<file path="config.mk">
export PLATFORM = sky130hd
export DESIGN_NAME = s1tr_bank
export DESIGN_NICKNAME = d
export VERILOG_FILES = /design/src/shared/s1tr_pkg.sv /design/src/shared/s1tr_reg_if.sv /design/src/rtl/s1tr_apb_slave.sv /design/src/rtl/s1tr_base_reg.sv /design/src/rtl/s1tr_bank.sv
export SDC_FILE = /design/constraint.sdc
export NUM_CORES = 1
export LEC_CHECK = 0
export BUFFER_PORTS_ARGS = -buffer_cell sky130_fd_sc_hd__buf_2
export CAP_MARGIN = 20
export CORE_MARGIN = 2
export CORE_UTILIZATION = 35
export CTS_BUF_LIST = sky130_fd_sc_hd__clkbuf_4 sky130_fd_sc_hd__clkbuf_8 sky130_fd_sc_hd__clkbuf_16
export CTS_CLUSTER_SIZE = 12
export DETAILED_ROUTE_END_ITERATION = 10
export GPL_TIMING_DRIVEN = 1
export PLACE_DENSITY = 0.53
export REMOVE_ABC_BUFFERS = 1
export SETUP_SLACK_MARGIN = 0.1
export SKIP_CTS_REPAIR_TIMING = 1
export SKIP_LAST_GASP = 1
export SYNTH_ARGS = -nofsm -noshare
export SYNTH_HDL_FRONTEND = slang
export SYNTH_SLANG_ARGS = --single-unit
</file>
<file path="constraint.sdc">
create_clock -name pclk -period 2.3 [get_ports pclk]
set_input_delay 0.345 -clock pclk [delete_from_list [all_inputs] [get_ports pclk]]
set_output_delay 0.345 -clock pclk [all_outputs]
set_load 0.05 [all_outputs]
</file>
<file path="src/shared/s1tr_pkg.sv">
// Constants, register map and field layout of the stage 1 translation bank
package s1tr_pkg;

  // ==========================================================
  // Register byte offsets on the APB
  localparam logic [7:0] S1TR_OFS_CTRL   = 8'h00;
  localparam logic [7:0] S1TR_OFS_EXT    = 8'h04;
  localparam logic [7:0] S1TR_OFS_TB0_LO = 8'h08;
  localparam logic [7:0] S1TR_OFS_TB0_HI = 8'h0c;
  localparam logic [7:0] S1TR_OFS_TB1_LO = 8'h10;
  localparam logic [7:0] S1TR_OFS_TB1_HI = 8'h14;
  localparam logic [7:0] S1TR_OFS_SYND   = 8'h18;
  localparam logic [7:0] S1TR_OFS_STAT   = 8'h1c;

  // ==========================================================
  // Field positions
  localparam int unsigned S1TR_CTRL_EAE_BIT = 31;
  localparam int unsigned S1TR_CTRL_T2E_BIT = 30;
  localparam int unsigned S1TR_EXT_U60_BIT  = 12;
  localparam int unsigned S1TR_EXT_U59_BIT  = 11;
  localparam int unsigned S1TR_EXT_REGION1_HIER_PERM_DISABLE_BIT = 10;
  localparam int unsigned S1TR_EXT_REGION0_HIER_PERM_DISABLE_BIT = 9;
  localparam int unsigned S1TR_CNP_BIT      = 0;
  localparam int unsigned S1TR_AET_LSB      = 14;
  localparam int unsigned S1TR_ST_NARROW    = 0;
  localparam int unsigned S1TR_ST_SECURE    = 1;
  localparam int unsigned S1TR_ST_R0_OFF    = 2;
  localparam int unsigned S1TR_ST_R1_OFF    = 3;
  localparam int unsigned S1TR_ST_LONG      = 4;

  // ==========================================================
  // Masks, encodings and reset values
  localparam logic [31:0] S1TR_CTRL_WMASK = 32'hc000_0000;
  localparam logic [31:0] S1TR_EXT_WMASK  = 32'h0000_1e00;
  localparam logic [1:0]  S1TR_AET_UEU    = 2'h1;
  localparam logic [31:0] S1TR_SYND_VALUE =
    {16'h0000, S1TR_AET_UEU, 14'h0000};
  localparam logic [31:0] S1TR_RST_32 = 32'h0000_0000;
  localparam logic [63:0] S1TR_RST_64 = 64'h0000_0000_0000_0000;
  localparam logic [31:0] S1TR_ZERO_32 = 32'h0000_0000;

  typedef enum logic {
    S1TR_BANK_NS = 1'b0,
    S1TR_BANK_S  = 1'b1
  } s1tr_bank_t;

endpackage : s1tr_pkg

</file>
<file path="src/shared/s1tr_reg_if.sv">
// Carrier between the APB slave and the register bank
`timescale 1ns/100ps
`default_nettype none

interface s1tr_reg_if;
  logic        wr_stb;
  logic        rd_stb;
  logic [7:0]  addr;
  logic [31:0] wdata;
  logic [31:0] rdata;
  logic        hit;

  modport bus_side (output wr_stb, rd_stb, addr, wdata,
                    input  rdata, hit);
  modport reg_side (input  wr_stb, rd_stb, addr, wdata,
                    output rdata, hit);
endinterface : s1tr_reg_if

`default_nettype wire

</file>
<file path="src/rtl/s1tr_apb_slave.sv">
// APB protocol front end: strobes, read data and error capture
`timescale 1ns/100ps
`default_nettype none

module s1tr_apb_slave
  import s1tr_pkg::*;
(
  input  wire logic        pclk,    // Bus clock
  input  wire logic        presetn, // Async reset, active low
  input  wire logic        psel,    // Slave select
  input  wire logic        penable, // Access phase
  input  wire logic        pwrite,  // Write direction
  input  wire logic [7:0]  paddr,   // Byte address
  input  wire logic [31:0] pwdata,  // Write data
  output logic      [31:0] prdata,  // Read data
  output logic             pready,  // Always ready
  output logic             pslverr, // Unmapped address
  s1tr_reg_if.bus_side     regs     // Register side
);

  // ==========================================================
  // Strobes
  logic        setup_w;
  logic [31:0] prdata_q;
  logic        pslverr_q;

  assign setup_w     = psel & ~penable;
  assign regs.wr_stb = psel & penable & pwrite;
  assign regs.rd_stb = setup_w & ~pwrite;
  assign regs.addr   = paddr;
  assign regs.wdata  = pwdata;
  assign pready      = 1'b1;
  assign prdata      = prdata_q;
  assign pslverr     = pslverr_q;

  // ==========================================================
  // Answer is prepared in the setup cycle so it leaves a flop
  always_ff @(posedge pclk or negedge presetn) begin
    if (!presetn) begin
      prdata_q  <= S1TR_RST_32;
      pslverr_q <= 1'b0;
    end else if (setup_w) begin
      prdata_q  <= regs.rd_stb ? regs.rdata : S1TR_ZERO_32;
      pslverr_q <= ~regs.hit;
    end
  end

endmodule : s1tr_apb_slave

`default_nettype wire

</file>
<file path="src/rtl/s1tr_base_reg.sv">
// One 64-bit table base register written as two 32-bit words
`timescale 1ns/100ps
`default_nettype none

module s1tr_base_reg
  import s1tr_pkg::*;
(
  input  wire logic        pclk,    // Clock
  input  wire logic        presetn, // Async reset, active low
  input  wire logic        wr_lo,   // Write low word
  input  wire logic        wr_hi,   // Write high word
  input  wire logic [31:0] wdata,   // Write data
  output logic      [63:0] value    // Stored value
);

  logic [63:0] value_q;

  assign value = value_q;

  // Each half only moves on its own strobe
  always_ff @(posedge pclk or negedge presetn) begin
    if (!presetn) begin
      value_q <= S1TR_RST_64;
    end else begin
      if (wr_lo) value_q[31:0]  <= wdata;
      if (wr_hi) value_q[63:32] <= wdata;
    end
  end

endmodule : s1tr_base_reg

`default_nettype wire

</file>
<file path="src/rtl/s1tr_bank.sv">
// Stage 1 translation control, table base and syndrome register bank
//
// Notes on behaviour
// RQ1: Region-0 use of descriptor bits 60/59 needs enable and region-0 disable.
// RQ2: With a use enable at zero, the descriptor bit is never interpreted.
// RQ3: Region-1 hierarchy disable acts only together with extended control.
// RQ4: Region-0 hierarchy disable acts only together with extended control.
// RQ5: With EL3 in 32-bit state, control and base 0 are banked; the code banks extended control and base 0, and base control has one copy.
// RQ6: With EL3 in 64-bit state, base 1 has a single copy.
// RQ7: A 32-bit access touches only the low word of a base.
// RQ8: Short format ignores the upper base word; long format uses all.
// RQ9: In long format bit 0 of each base is common-not-private.
// RQ10: Syndrome register supplies the value seen on a virtual error.
// RQ11: Error type field holds 0b01, uncorrected and unrecoverable.
// RQ12: Abort type bit and all other syndrome bits are reserved zero.
// RQ13: Extended address enable at bit 31 selects the long format.
// RQ14: Reserved-zero bits read zero; writes to them change nothing.
//
// Implementation choices: the APB interface to the registers and the placing of the registers.
`timescale 1ns/100ps
`default_nettype none

module s1tr_bank
  import s1tr_pkg::*;
(
  input  wire logic        pclk,            // Clock, 100 MHz
  input  wire logic        presetn,         // Async reset, active low
  input  wire logic        psel,            // APB select
  input  wire logic        penable,         // APB access phase
  input  wire logic        pwrite,          // APB write
  input  wire logic [7:0]  paddr,           // APB byte address
  input  wire logic [31:0] pwdata,          // APB write data
  output logic      [31:0] prdata,          // APB read data
  output logic             pready,          // APB ready
  output logic             pslverr,         // APB error
  input  wire logic        el3_narrow_pin,  // EL3 runs 32-bit state
  input  wire logic        secure_state,    // Core is in Secure state
  input  wire logic        vserr_take,      // Virtual error taken
  output logic             use_bit60_grant, // Desc bit 60 usable
  output logic             use_bit59_grant, // Desc bit 59 usable
  output logic             r0_hier_off,     // Region 0 hierarchy off
  output logic             r1_hier_off,     // Region 1 hierarchy off
  output logic             long_format,     // Long descriptors
  output logic      [63:0] base_zero_eff,   // Effective base 0
  output logic      [63:0] base_one_eff,    // Effective base 1
  output logic             cnp_zero,        // Base 0 common flag
  output logic             cnp_one,         // Base 1 common flag
  output logic      [31:0] vserr_syndrome   // Syndrome on take
);

  // ==========================================================
  // APB front end
  s1tr_reg_if regs ();

  s1tr_apb_slave u_apb (
    .pclk    (pclk),
    .presetn (presetn),
    .psel    (psel),
    .penable (penable),
    .pwrite  (pwrite),
    .paddr   (paddr),
    .pwdata  (pwdata),
    .prdata  (prdata),
    .pready  (pready),
    .pslverr (pslverr),
    .regs    (regs)
  );

  // ==========================================================
  // Execution state strap
  // The pin comes from outside, so it is synchronised, then
  // caught once after reset release and held until next reset.
  // The fill flags hold the catch back until a real pin sample
  // has reached the second stage instead of its reset zero.
  logic narrow_s1_q;
  logic narrow_s2_q;
  logic fill1_q;
  logic fill2_q;
  logic narrow_q;
  logic strap_done_q;

  always_ff @(posedge pclk or negedge presetn) begin
    if (!presetn) begin
      narrow_s1_q <= 1'b0;
      narrow_s2_q <= 1'b0;
      fill1_q     <= 1'b0;
      fill2_q     <= 1'b0;
    end else begin
      narrow_s1_q <= el3_narrow_pin;
      narrow_s2_q <= narrow_s1_q;
      fill1_q     <= 1'b1;
      fill2_q     <= fill1_q;
    end
  end

  always_ff @(posedge pclk or negedge presetn) begin
    if (!presetn) begin
      narrow_q     <= 1'b0;
      strap_done_q <= 1'b0;
    end else if (fill2_q && !strap_done_q) begin
      narrow_q     <= narrow_s2_q;
      strap_done_q <= 1'b1;
    end
  end

  // ==========================================================
  // Bank selection
  // Without banking every access lands on the Non-secure copy.
  // The security state comes from core logic on this clock, so
  // it steers the bank directly with no synchroniser.
  s1tr_bank_t bank_w;

  assign bank_w = (narrow_q && secure_state) ? S1TR_BANK_S
                                             : S1TR_BANK_NS; // RQ5

  // ==========================================================
  // Address decode
  logic sel_ctrl;
  logic sel_ext;
  logic sel_tb0_lo;
  logic sel_tb0_hi;
  logic sel_tb1_lo;
  logic sel_tb1_hi;
  logic sel_synd;
  logic sel_stat;
  logic wr_ctrl;
  logic wr_ext;

  assign sel_ctrl   = regs.addr == S1TR_OFS_CTRL;
  assign sel_ext    = regs.addr == S1TR_OFS_EXT;
  assign sel_tb0_lo = regs.addr == S1TR_OFS_TB0_LO;
  assign sel_tb0_hi = regs.addr == S1TR_OFS_TB0_HI;
  assign sel_tb1_lo = regs.addr == S1TR_OFS_TB1_LO;
  assign sel_tb1_hi = regs.addr == S1TR_OFS_TB1_HI;
  assign sel_synd   = regs.addr == S1TR_OFS_SYND;
  assign sel_stat   = regs.addr == S1TR_OFS_STAT;

  assign regs.hit = sel_ctrl | sel_ext | sel_tb0_lo | sel_tb0_hi |
                    sel_tb1_lo | sel_tb1_hi | sel_synd | sel_stat;

  assign wr_ctrl = regs.wr_stb & sel_ctrl;
  assign wr_ext  = regs.wr_stb & sel_ext;

  // ==========================================================
  // Base control: format and extended-control enables
  logic eae_q;
  logic t2e_q;

  always_ff @(posedge pclk or negedge presetn) begin
    if (!presetn) begin
      eae_q <= 1'b0;
      t2e_q <= 1'b0;
    end else if (wr_ctrl) begin
      eae_q <= regs.wdata[S1TR_CTRL_EAE_BIT]; // RQ13
      t2e_q <= regs.wdata[S1TR_CTRL_T2E_BIT];
    end
  end

  // ==========================================================
  // Extended control, one copy per security bank
  // Only the four implemented fields are stored; everything
  // else is dropped on write so it can never steer the walk.
  logic [31:0] ext_q   [2];
  logic [63:0] tb0_val [2];

  for (genvar b = 0; b < 2; b++) begin : g_bank
    logic bank_hit;

    assign bank_hit = bank_w == s1tr_bank_t'(b);

    always_ff @(posedge pclk or negedge presetn) begin
      if (!presetn) begin
        ext_q[b] <= S1TR_RST_32;
      end else if (wr_ext && bank_hit) begin
        ext_q[b] <= regs.wdata & S1TR_EXT_WMASK; // RQ14
      end
    end

    s1tr_base_reg u_tb0 (
      .pclk    (pclk),
      .presetn (presetn),
      .wr_lo   (regs.wr_stb & sel_tb0_lo & bank_hit), // RQ7
      .wr_hi   (regs.wr_stb & sel_tb0_hi & bank_hit),
      .wdata   (regs.wdata),
      .value   (tb0_val[b])
    );
  end : g_bank

  // ==========================================================
  // Table base one: a single copy in every configuration
  logic [63:0] tb1_val;

  s1tr_base_reg u_tb1 (
    .pclk    (pclk),
    .presetn (presetn),
    .wr_lo   (regs.wr_stb & sel_tb1_lo), // RQ6 RQ7
    .wr_hi   (regs.wr_stb & sel_tb1_hi),
    .wdata   (regs.wdata),
    .value   (tb1_val)
  );

  // ==========================================================
  // Current copies seen by translation and by software
  logic [31:0] ext_cur;
  logic [63:0] tb0_cur;

  assign ext_cur = ext_q[bank_w];
  assign tb0_cur = tb0_val[bank_w];

  // ==========================================================
  // Effective translation controls
  logic region0_hier_perm_disable_eff;
  logic region1_hier_perm_disable_eff;
  logic u60_eff;
  logic u59_eff;

  assign region0_hier_perm_disable_eff = ext_cur[S1TR_EXT_REGION0_HIER_PERM_DISABLE_BIT] & t2e_q; // RQ4
  assign region1_hier_perm_disable_eff = ext_cur[S1TR_EXT_REGION1_HIER_PERM_DISABLE_BIT] & t2e_q; // RQ3
  // A clear use enable forces the grant low whatever else holds
  assign u60_eff  = ext_cur[S1TR_EXT_U60_BIT] & region0_hier_perm_disable_eff; // RQ1 RQ2
  assign u59_eff  = ext_cur[S1TR_EXT_U59_BIT] & region0_hier_perm_disable_eff; // RQ1 RQ2

  // ==========================================================
  // Effective base values
  // In short format the upper word is still stored and readable,
  // but translation sees zeros there.
  logic [63:0] tb0_eff_w;
  logic [63:0] tb1_eff_w;
  logic        cnp0_w;
  logic        cnp1_w;

  assign tb0_eff_w = eae_q ? tb0_cur
                           : {S1TR_ZERO_32, tb0_cur[31:0]}; // RQ8
  assign tb1_eff_w = eae_q ? tb1_val
                           : {S1TR_ZERO_32, tb1_val[31:0]}; // RQ8
  assign cnp0_w    = eae_q & tb0_cur[S1TR_CNP_BIT]; // RQ9
  assign cnp1_w    = eae_q & tb1_val[S1TR_CNP_BIT]; // RQ9

  // ==========================================================
  // Registered outputs toward the translation logic
  // One cycle of latency is traded for keeping the decode and
  // bank selection paths out of the translation timing.
  logic        u60_q;
  logic        u59_q;
  logic        region0_hier_perm_disable_q;
  logic        region1_hier_perm_disable_q;
  logic        long_q;
  logic [63:0] tb0_eff_q;
  logic [63:0] tb1_eff_q;
  logic        cnp0_q;
  logic        cnp1_q;

  always_ff @(posedge pclk or negedge presetn) begin
    if (!presetn) begin
      u60_q  <= 1'b0;
      u59_q  <= 1'b0;
      region0_hier_perm_disable_q <= 1'b0;
      region1_hier_perm_disable_q <= 1'b0;
      long_q <= 1'b0;
    end else begin
      u60_q  <= u60_eff;
      u59_q  <= u59_eff;
      region0_hier_perm_disable_q <= region0_hier_perm_disable_eff;
      region1_hier_perm_disable_q <= region1_hier_perm_disable_eff;
      long_q <= eae_q;
    end
  end

  always_ff @(posedge pclk or negedge presetn) begin
    if (!presetn) begin
      tb0_eff_q <= S1TR_RST_64;
      tb1_eff_q <= S1TR_RST_64;
      cnp0_q    <= 1'b0;
      cnp1_q    <= 1'b0;
    end else begin
      tb0_eff_q <= tb0_eff_w;
      tb1_eff_q <= tb1_eff_w;
      cnp0_q    <= cnp0_w;
      cnp1_q    <= cnp1_w;
    end
  end

  assign use_bit60_grant = u60_q;
  assign use_bit59_grant = u59_q;
  assign r0_hier_off     = region0_hier_perm_disable_q;
  assign r1_hier_off     = region1_hier_perm_disable_q;
  assign long_format     = long_q;
  assign base_zero_eff   = tb0_eff_q;
  assign base_one_eff    = tb1_eff_q;
  assign cnp_zero        = cnp0_q;
  assign cnp_one         = cnp1_q;

  // ==========================================================
  // Virtual error syndrome
  // Only external aborts are reported, so every field but the
  // error type is fixed at zero and the register holds no state
  // a write could disturb.
  logic [31:0] synd_q;

  always_ff @(posedge pclk or negedge presetn) begin
    if (!presetn) begin
      synd_q <= S1TR_RST_32;
    end else if (vserr_take) begin
      synd_q <= S1TR_SYND_VALUE; // RQ10 RQ11 RQ12
    end
  end

  assign vserr_syndrome = synd_q;

  // ==========================================================
  // Status word for software
  logic [31:0] stat_w;

  always_comb begin
    stat_w                 = S1TR_ZERO_32;
    stat_w[S1TR_ST_NARROW] = narrow_q;
    stat_w[S1TR_ST_SECURE] = secure_state;
    stat_w[S1TR_ST_R0_OFF] = region0_hier_perm_disable_eff;
    stat_w[S1TR_ST_R1_OFF] = region1_hier_perm_disable_eff;
    stat_w[S1TR_ST_LONG]   = eae_q;
  end

  // ==========================================================
  // Read multiplexer
  // Status and syndrome words are read-only; a write to either
  // lands nowhere and only costs a bus cycle.
  logic [31:0] ctrl_rd;

  assign ctrl_rd = {eae_q, t2e_q, 30'h0} & S1TR_CTRL_WMASK;

  always_comb begin
    case (regs.addr)
      S1TR_OFS_CTRL:   regs.rdata = ctrl_rd;
      S1TR_OFS_EXT:    regs.rdata = ext_cur; // RQ14
      S1TR_OFS_TB0_LO: regs.rdata = tb0_cur[31:0]; // RQ7
      S1TR_OFS_TB0_HI: regs.rdata = tb0_cur[63:32];
      S1TR_OFS_TB1_LO: regs.rdata = tb1_val[31:0]; // RQ7
      S1TR_OFS_TB1_HI: regs.rdata = tb1_val[63:32];
      S1TR_OFS_SYND:   regs.rdata = S1TR_SYND_VALUE; // RQ11 RQ12
      S1TR_OFS_STAT:   regs.rdata = stat_w;
      default:         regs.rdata = S1TR_ZERO_32;
    endcase
  end

endmodule : s1tr_bank

`default_nettype wire

</file>
==> run summary <==
LAYOUT
--------------------------------------------------------------------------------
Number of fill cells in the layout                                          3868
Antenna diodes                                                                 0
Final non-filler cell total                                                 1851
Area overhead of the layout relative to synthesis                          21.9%
Layout net count                                                            1331
Ratio of cells with drive above 1 in the final layout                      44.1%

ROUTE
--------------------------------------------------------------------------------
Routed length on met1                                                   18600 µm
Total met2 wirelength after detailed routing                            18500 µm
Number of DRC markers in iteration 0                                         415
Top layer used by detailed routing                                          met5
Wire length per cell                                                     21.8 µm
Detailed Route WL                                                       40400 µm
Detailed-routed wire length on met3                                      2130 µm
DR vias                                                                     9213
Vias per cell                                                               4.98
Antenna-violating nets left                                                    0
DRC violation count after routing                                              0
1st-pass router iterations                                                     4

CRITICAL PATH
--------------------------------------------------------------------------------
Worst reg-to-reg setup slack                                             0.30 ns
Origin of the critical flop-to-flop path                                narrow_q
Worst R2R Path Depth                                                           5
Startpoint-to-endpoint class of the critical path                        reg2reg
Arrival time of data at the critical path endpoint                       2.44 ns
Sort of element at the end of the critical path                             flop
Largest fanout on the critical path                                           13
Worst path required time                                                 2.73 ns
Startpoint class of the critical path                                       flop
Start point of the critical path                                        narrow_q
Crit Reg-Reg Endpoint                                               u_apb.prdata[7]
Worst Setup EP                                                      u_apb.prdata[7]

TIMING
--------------------------------------------------------------------------------
RSZ-0062 raised after global routing                                          no
Final WS setup                                                          0.296 ns
Hold violation total from the final report                                     0
Count of endpoints failing setup in the final report                           0
WHS                                                                     0.109 ns
Highest achievable clock rate                                          0.499 GHz
Crit share post-route                                                      87.1%
Minimum clock period                                                     2.00 ns
Post-Route Skew                                                       0.00898 ns
Setup TNS                                                                   0 ns
Final max-slew violation count                                                 0
Actual slew at the worst max-slew pin                                   0.668 ns
Max-slew headroom                                                          55.5%

CLOCK TREE
--------------------------------------------------------------------------------
Total number of H-tree levels                                                  2
Clock insertion delay at the later pin of the skew report                0.55 ns
Clock-pin slew on the worst setup and hold paths                         0.06 ns
Number of buffers inserted during clock tree synthesis                        42
CTS Root Buffer Type                                                   clkbuf_16
CTS tree                                                                    done
Clock tree sinks                                                             377
Buffers from clock root to sink, at most                                       3

STATUS
--------------------------------------------------------------------------------
Status                                                              finished, final reports clean

PLACED DESIGN
--------------------------------------------------------------------------------
Pre-CTS worst setup slack                                               0.283 ns
I/O Buffers                                                                  216
HPWL after detailed placement                                           26700 µm
Number of placed instances with taps included                               1775
Gp weighted congestion                                                     0.782

MIN PATH
--------------------------------------------------------------------------------
Classification of the worst-slack hold path                               in2reg

POWER AND IR DROP
--------------------------------------------------------------------------------
Maximum resistive drop on vdd                                           0.706 mV
Power Density                                                         777 nW/µm²
Leak Pwr                                                              0.00945 µW

LOGIC SYNTHESIS
--------------------------------------------------------------------------------
Xor/xnor share of the synthesized area                                        0%
Synthesis-stage register bit count                                           377
Post-synthesis mux area share                                              22.0%
Share of the yosys chip area belonging to registers                        63.0%
Share of the synthesized area in the top cell type                         63.0%
Adder-cell share of the synthesized area                                      0%
Post-synth design cell area                                            15000 µm²
Largest area contributor in the synthesized netlist                      dfrtp_1
Yosys synthesis warning count                                                  0
Compound-Gate Fraction of Synth Area                                       5.53%
Main combinational cell family by area after synthesis              multiplexers
Cell variety after synth                                                      44
Mean area per synthesized cell                                          14.4 µm²
Cell count after synthesis                                                  1038
Biggest area contributors in the synthesized netlist                dfrtp_1, mux2_2, mux2i_1
Synthesized-area fraction occupied by and/or/nand/nor cells                5.57%

DIE
--------------------------------------------------------------------------------
Die Area                                                               44500 µm²
X dimension of the die                                                    211 µm
Area inside the core boundary                                          42100 µm²
Starting density of the core                                               35.6%
Row count                                                                     75
Die H                                                                     211 µm
Number of ports placed on the die boundary                                   249

GRT
--------------------------------------------------------------------------------
Via count of the first global-routing pass                                  9476
Number of antenna violations at the first check in global routing              3
Maximum number of pins on one net before global-route repair                 115
Global-route total usage across every layer                                18.4%
Congestion Overflow GR                                                         0
Wire length of the first global-routing pass                            60700 µm

JOB
--------------------------------------------------------------------------------
MaxCap Viol Count                                                              0

worst max-delay path: stages (launching register included):
cell	delay (ns)
dfrtp_1	0.48
and2_4	0.38
buf_4	0.30
mux2i_1	0.27
o21ai_0	0.17
a32o_1	0.28
through the flow:
stage                     area [µm²]  power (µW)  util, %
after global routing           18300       14800     43.3
final                          18300       14200     43.3
after CTS                      18200       14400     43.3
after detailed placement       16900        7670     40.0
after global placement         16900        7670     40.0
after floorplan                14500        7220        -
synth_stat cells (all sizes together):
| library cell | number |
|---|---|
| nand3 | 4 |
| a31o | 2 |
| o21ai | 52 |
| a22o | 1 |
| mux2 | 237 |
| conb | 2 |
| mux2i | 62 |
| nor2 | 17 |
| clkinv | 1 |
| or2 | 3 |
| nor3b | 2 |
| a21boi | 1 |
| nand3b | 1 |
| a32oi | 1 |
| or3 | 2 |
| a211o | 1 |
| o22ai | 2 |
| nor2b | 34 |
| clkbuf | 23 |
| a211oi | 2 |
| and3 | 3 |
| o31ai | 1 |
| a32o | 25 |
| inv | 1 |
| dfrtp | 377 |
| a22oi | 5 |
| and2 | 37 |
| a21oi | 31 |
| nor3 | 13 |
| o211ai | 4 |
| nand2 | 16 |
| buf | 70 |
| a221oi | 1 |
| nand2b | 4 |
registers in the layout, indices dropped and copies added (netlist names), 8 cells and up:
signal              cells
ext_q                   8
u_apb.prdata           32
g_bank.u_tb0.value    128
u_tb1.value            64
base_zero_eff          64
base_one_eff           64
final cells by class:
cell class / count / area, µm² / area share [%]
flip-flops and latches: 377 / 9440 / 51.7
multi-input cells: 597 / 5110 / 28.0
repair buffers: 263 / 1660 / 9.11
clock buffers: 63 / 1270 / 6.95
well taps: 539 / 674 / 3.69
clock inverters: 10 / 106 / 0.582
inverters: 2 / 7.51 / 0.0411
logic make-up after synthesis:
logic type	Yosys count
other	2
buffers and inverters	95
flip-flops	377
AND/OR/NAND/NOR	136
multiplexers	299
AO/OA/AOI/OAI	129
per-layer routing:
metal | track usage (%) | vias to the layer above
li1 | - | 4097
met1 | 25.8 | 4798
met2 | 28.5 | 244
met3 | 4.04 | 68
met4 | 6.10 | 6
met5 | 0 | -
cell usage in the layout, fill, tap and decap left out, types with 3 or more instances in the layout:
cell and instances:
a22oi_1 5, o21ai_0 52, clkbuf_4 13, buf_4 27
nor3_1 6, nor2b_1 34, nor2_1 16, buf_2 215
clkinv_2 6, and2_1 36, mux2_2 224, buf_12 17
mux2_1 12, nand2_1 14, dfrtp_1 376, a32o_1 25
clkbuf_16 43, mux2i_1 62, dlygate4sd3_1 3, nor3_4 6
nand3_1 3, clkbuf_8 7, o211ai_1 4, and3_1 3
conb_1 33, a21oi_1 31
how the worst min path moves through the flow:
stage / startpoint / endpoint / depth (start not counted)
finish: pwdata[28] / u_tb1.value[60] / 2
detailed placement: presetn / base_one_eff[35] / 1
global route: pwdata[17] / g_bank[1].u_tb0.value[17] / 2
floorplan: presetn / base_one_eff[0] / 0
global placement: presetn / base_one_eff[19] / 1
CTS: presetn / base_zero_eff[19] / 1
power by group:
group | internal, µW | switching [µW] | total, µW
Clock | 4030 | 2620 | 6650
Combinational | 204 | 603 | 807
Sequential | 6700 | 37.9 | 6730
No activity file was read; power rests on OpenSTA's default activity.
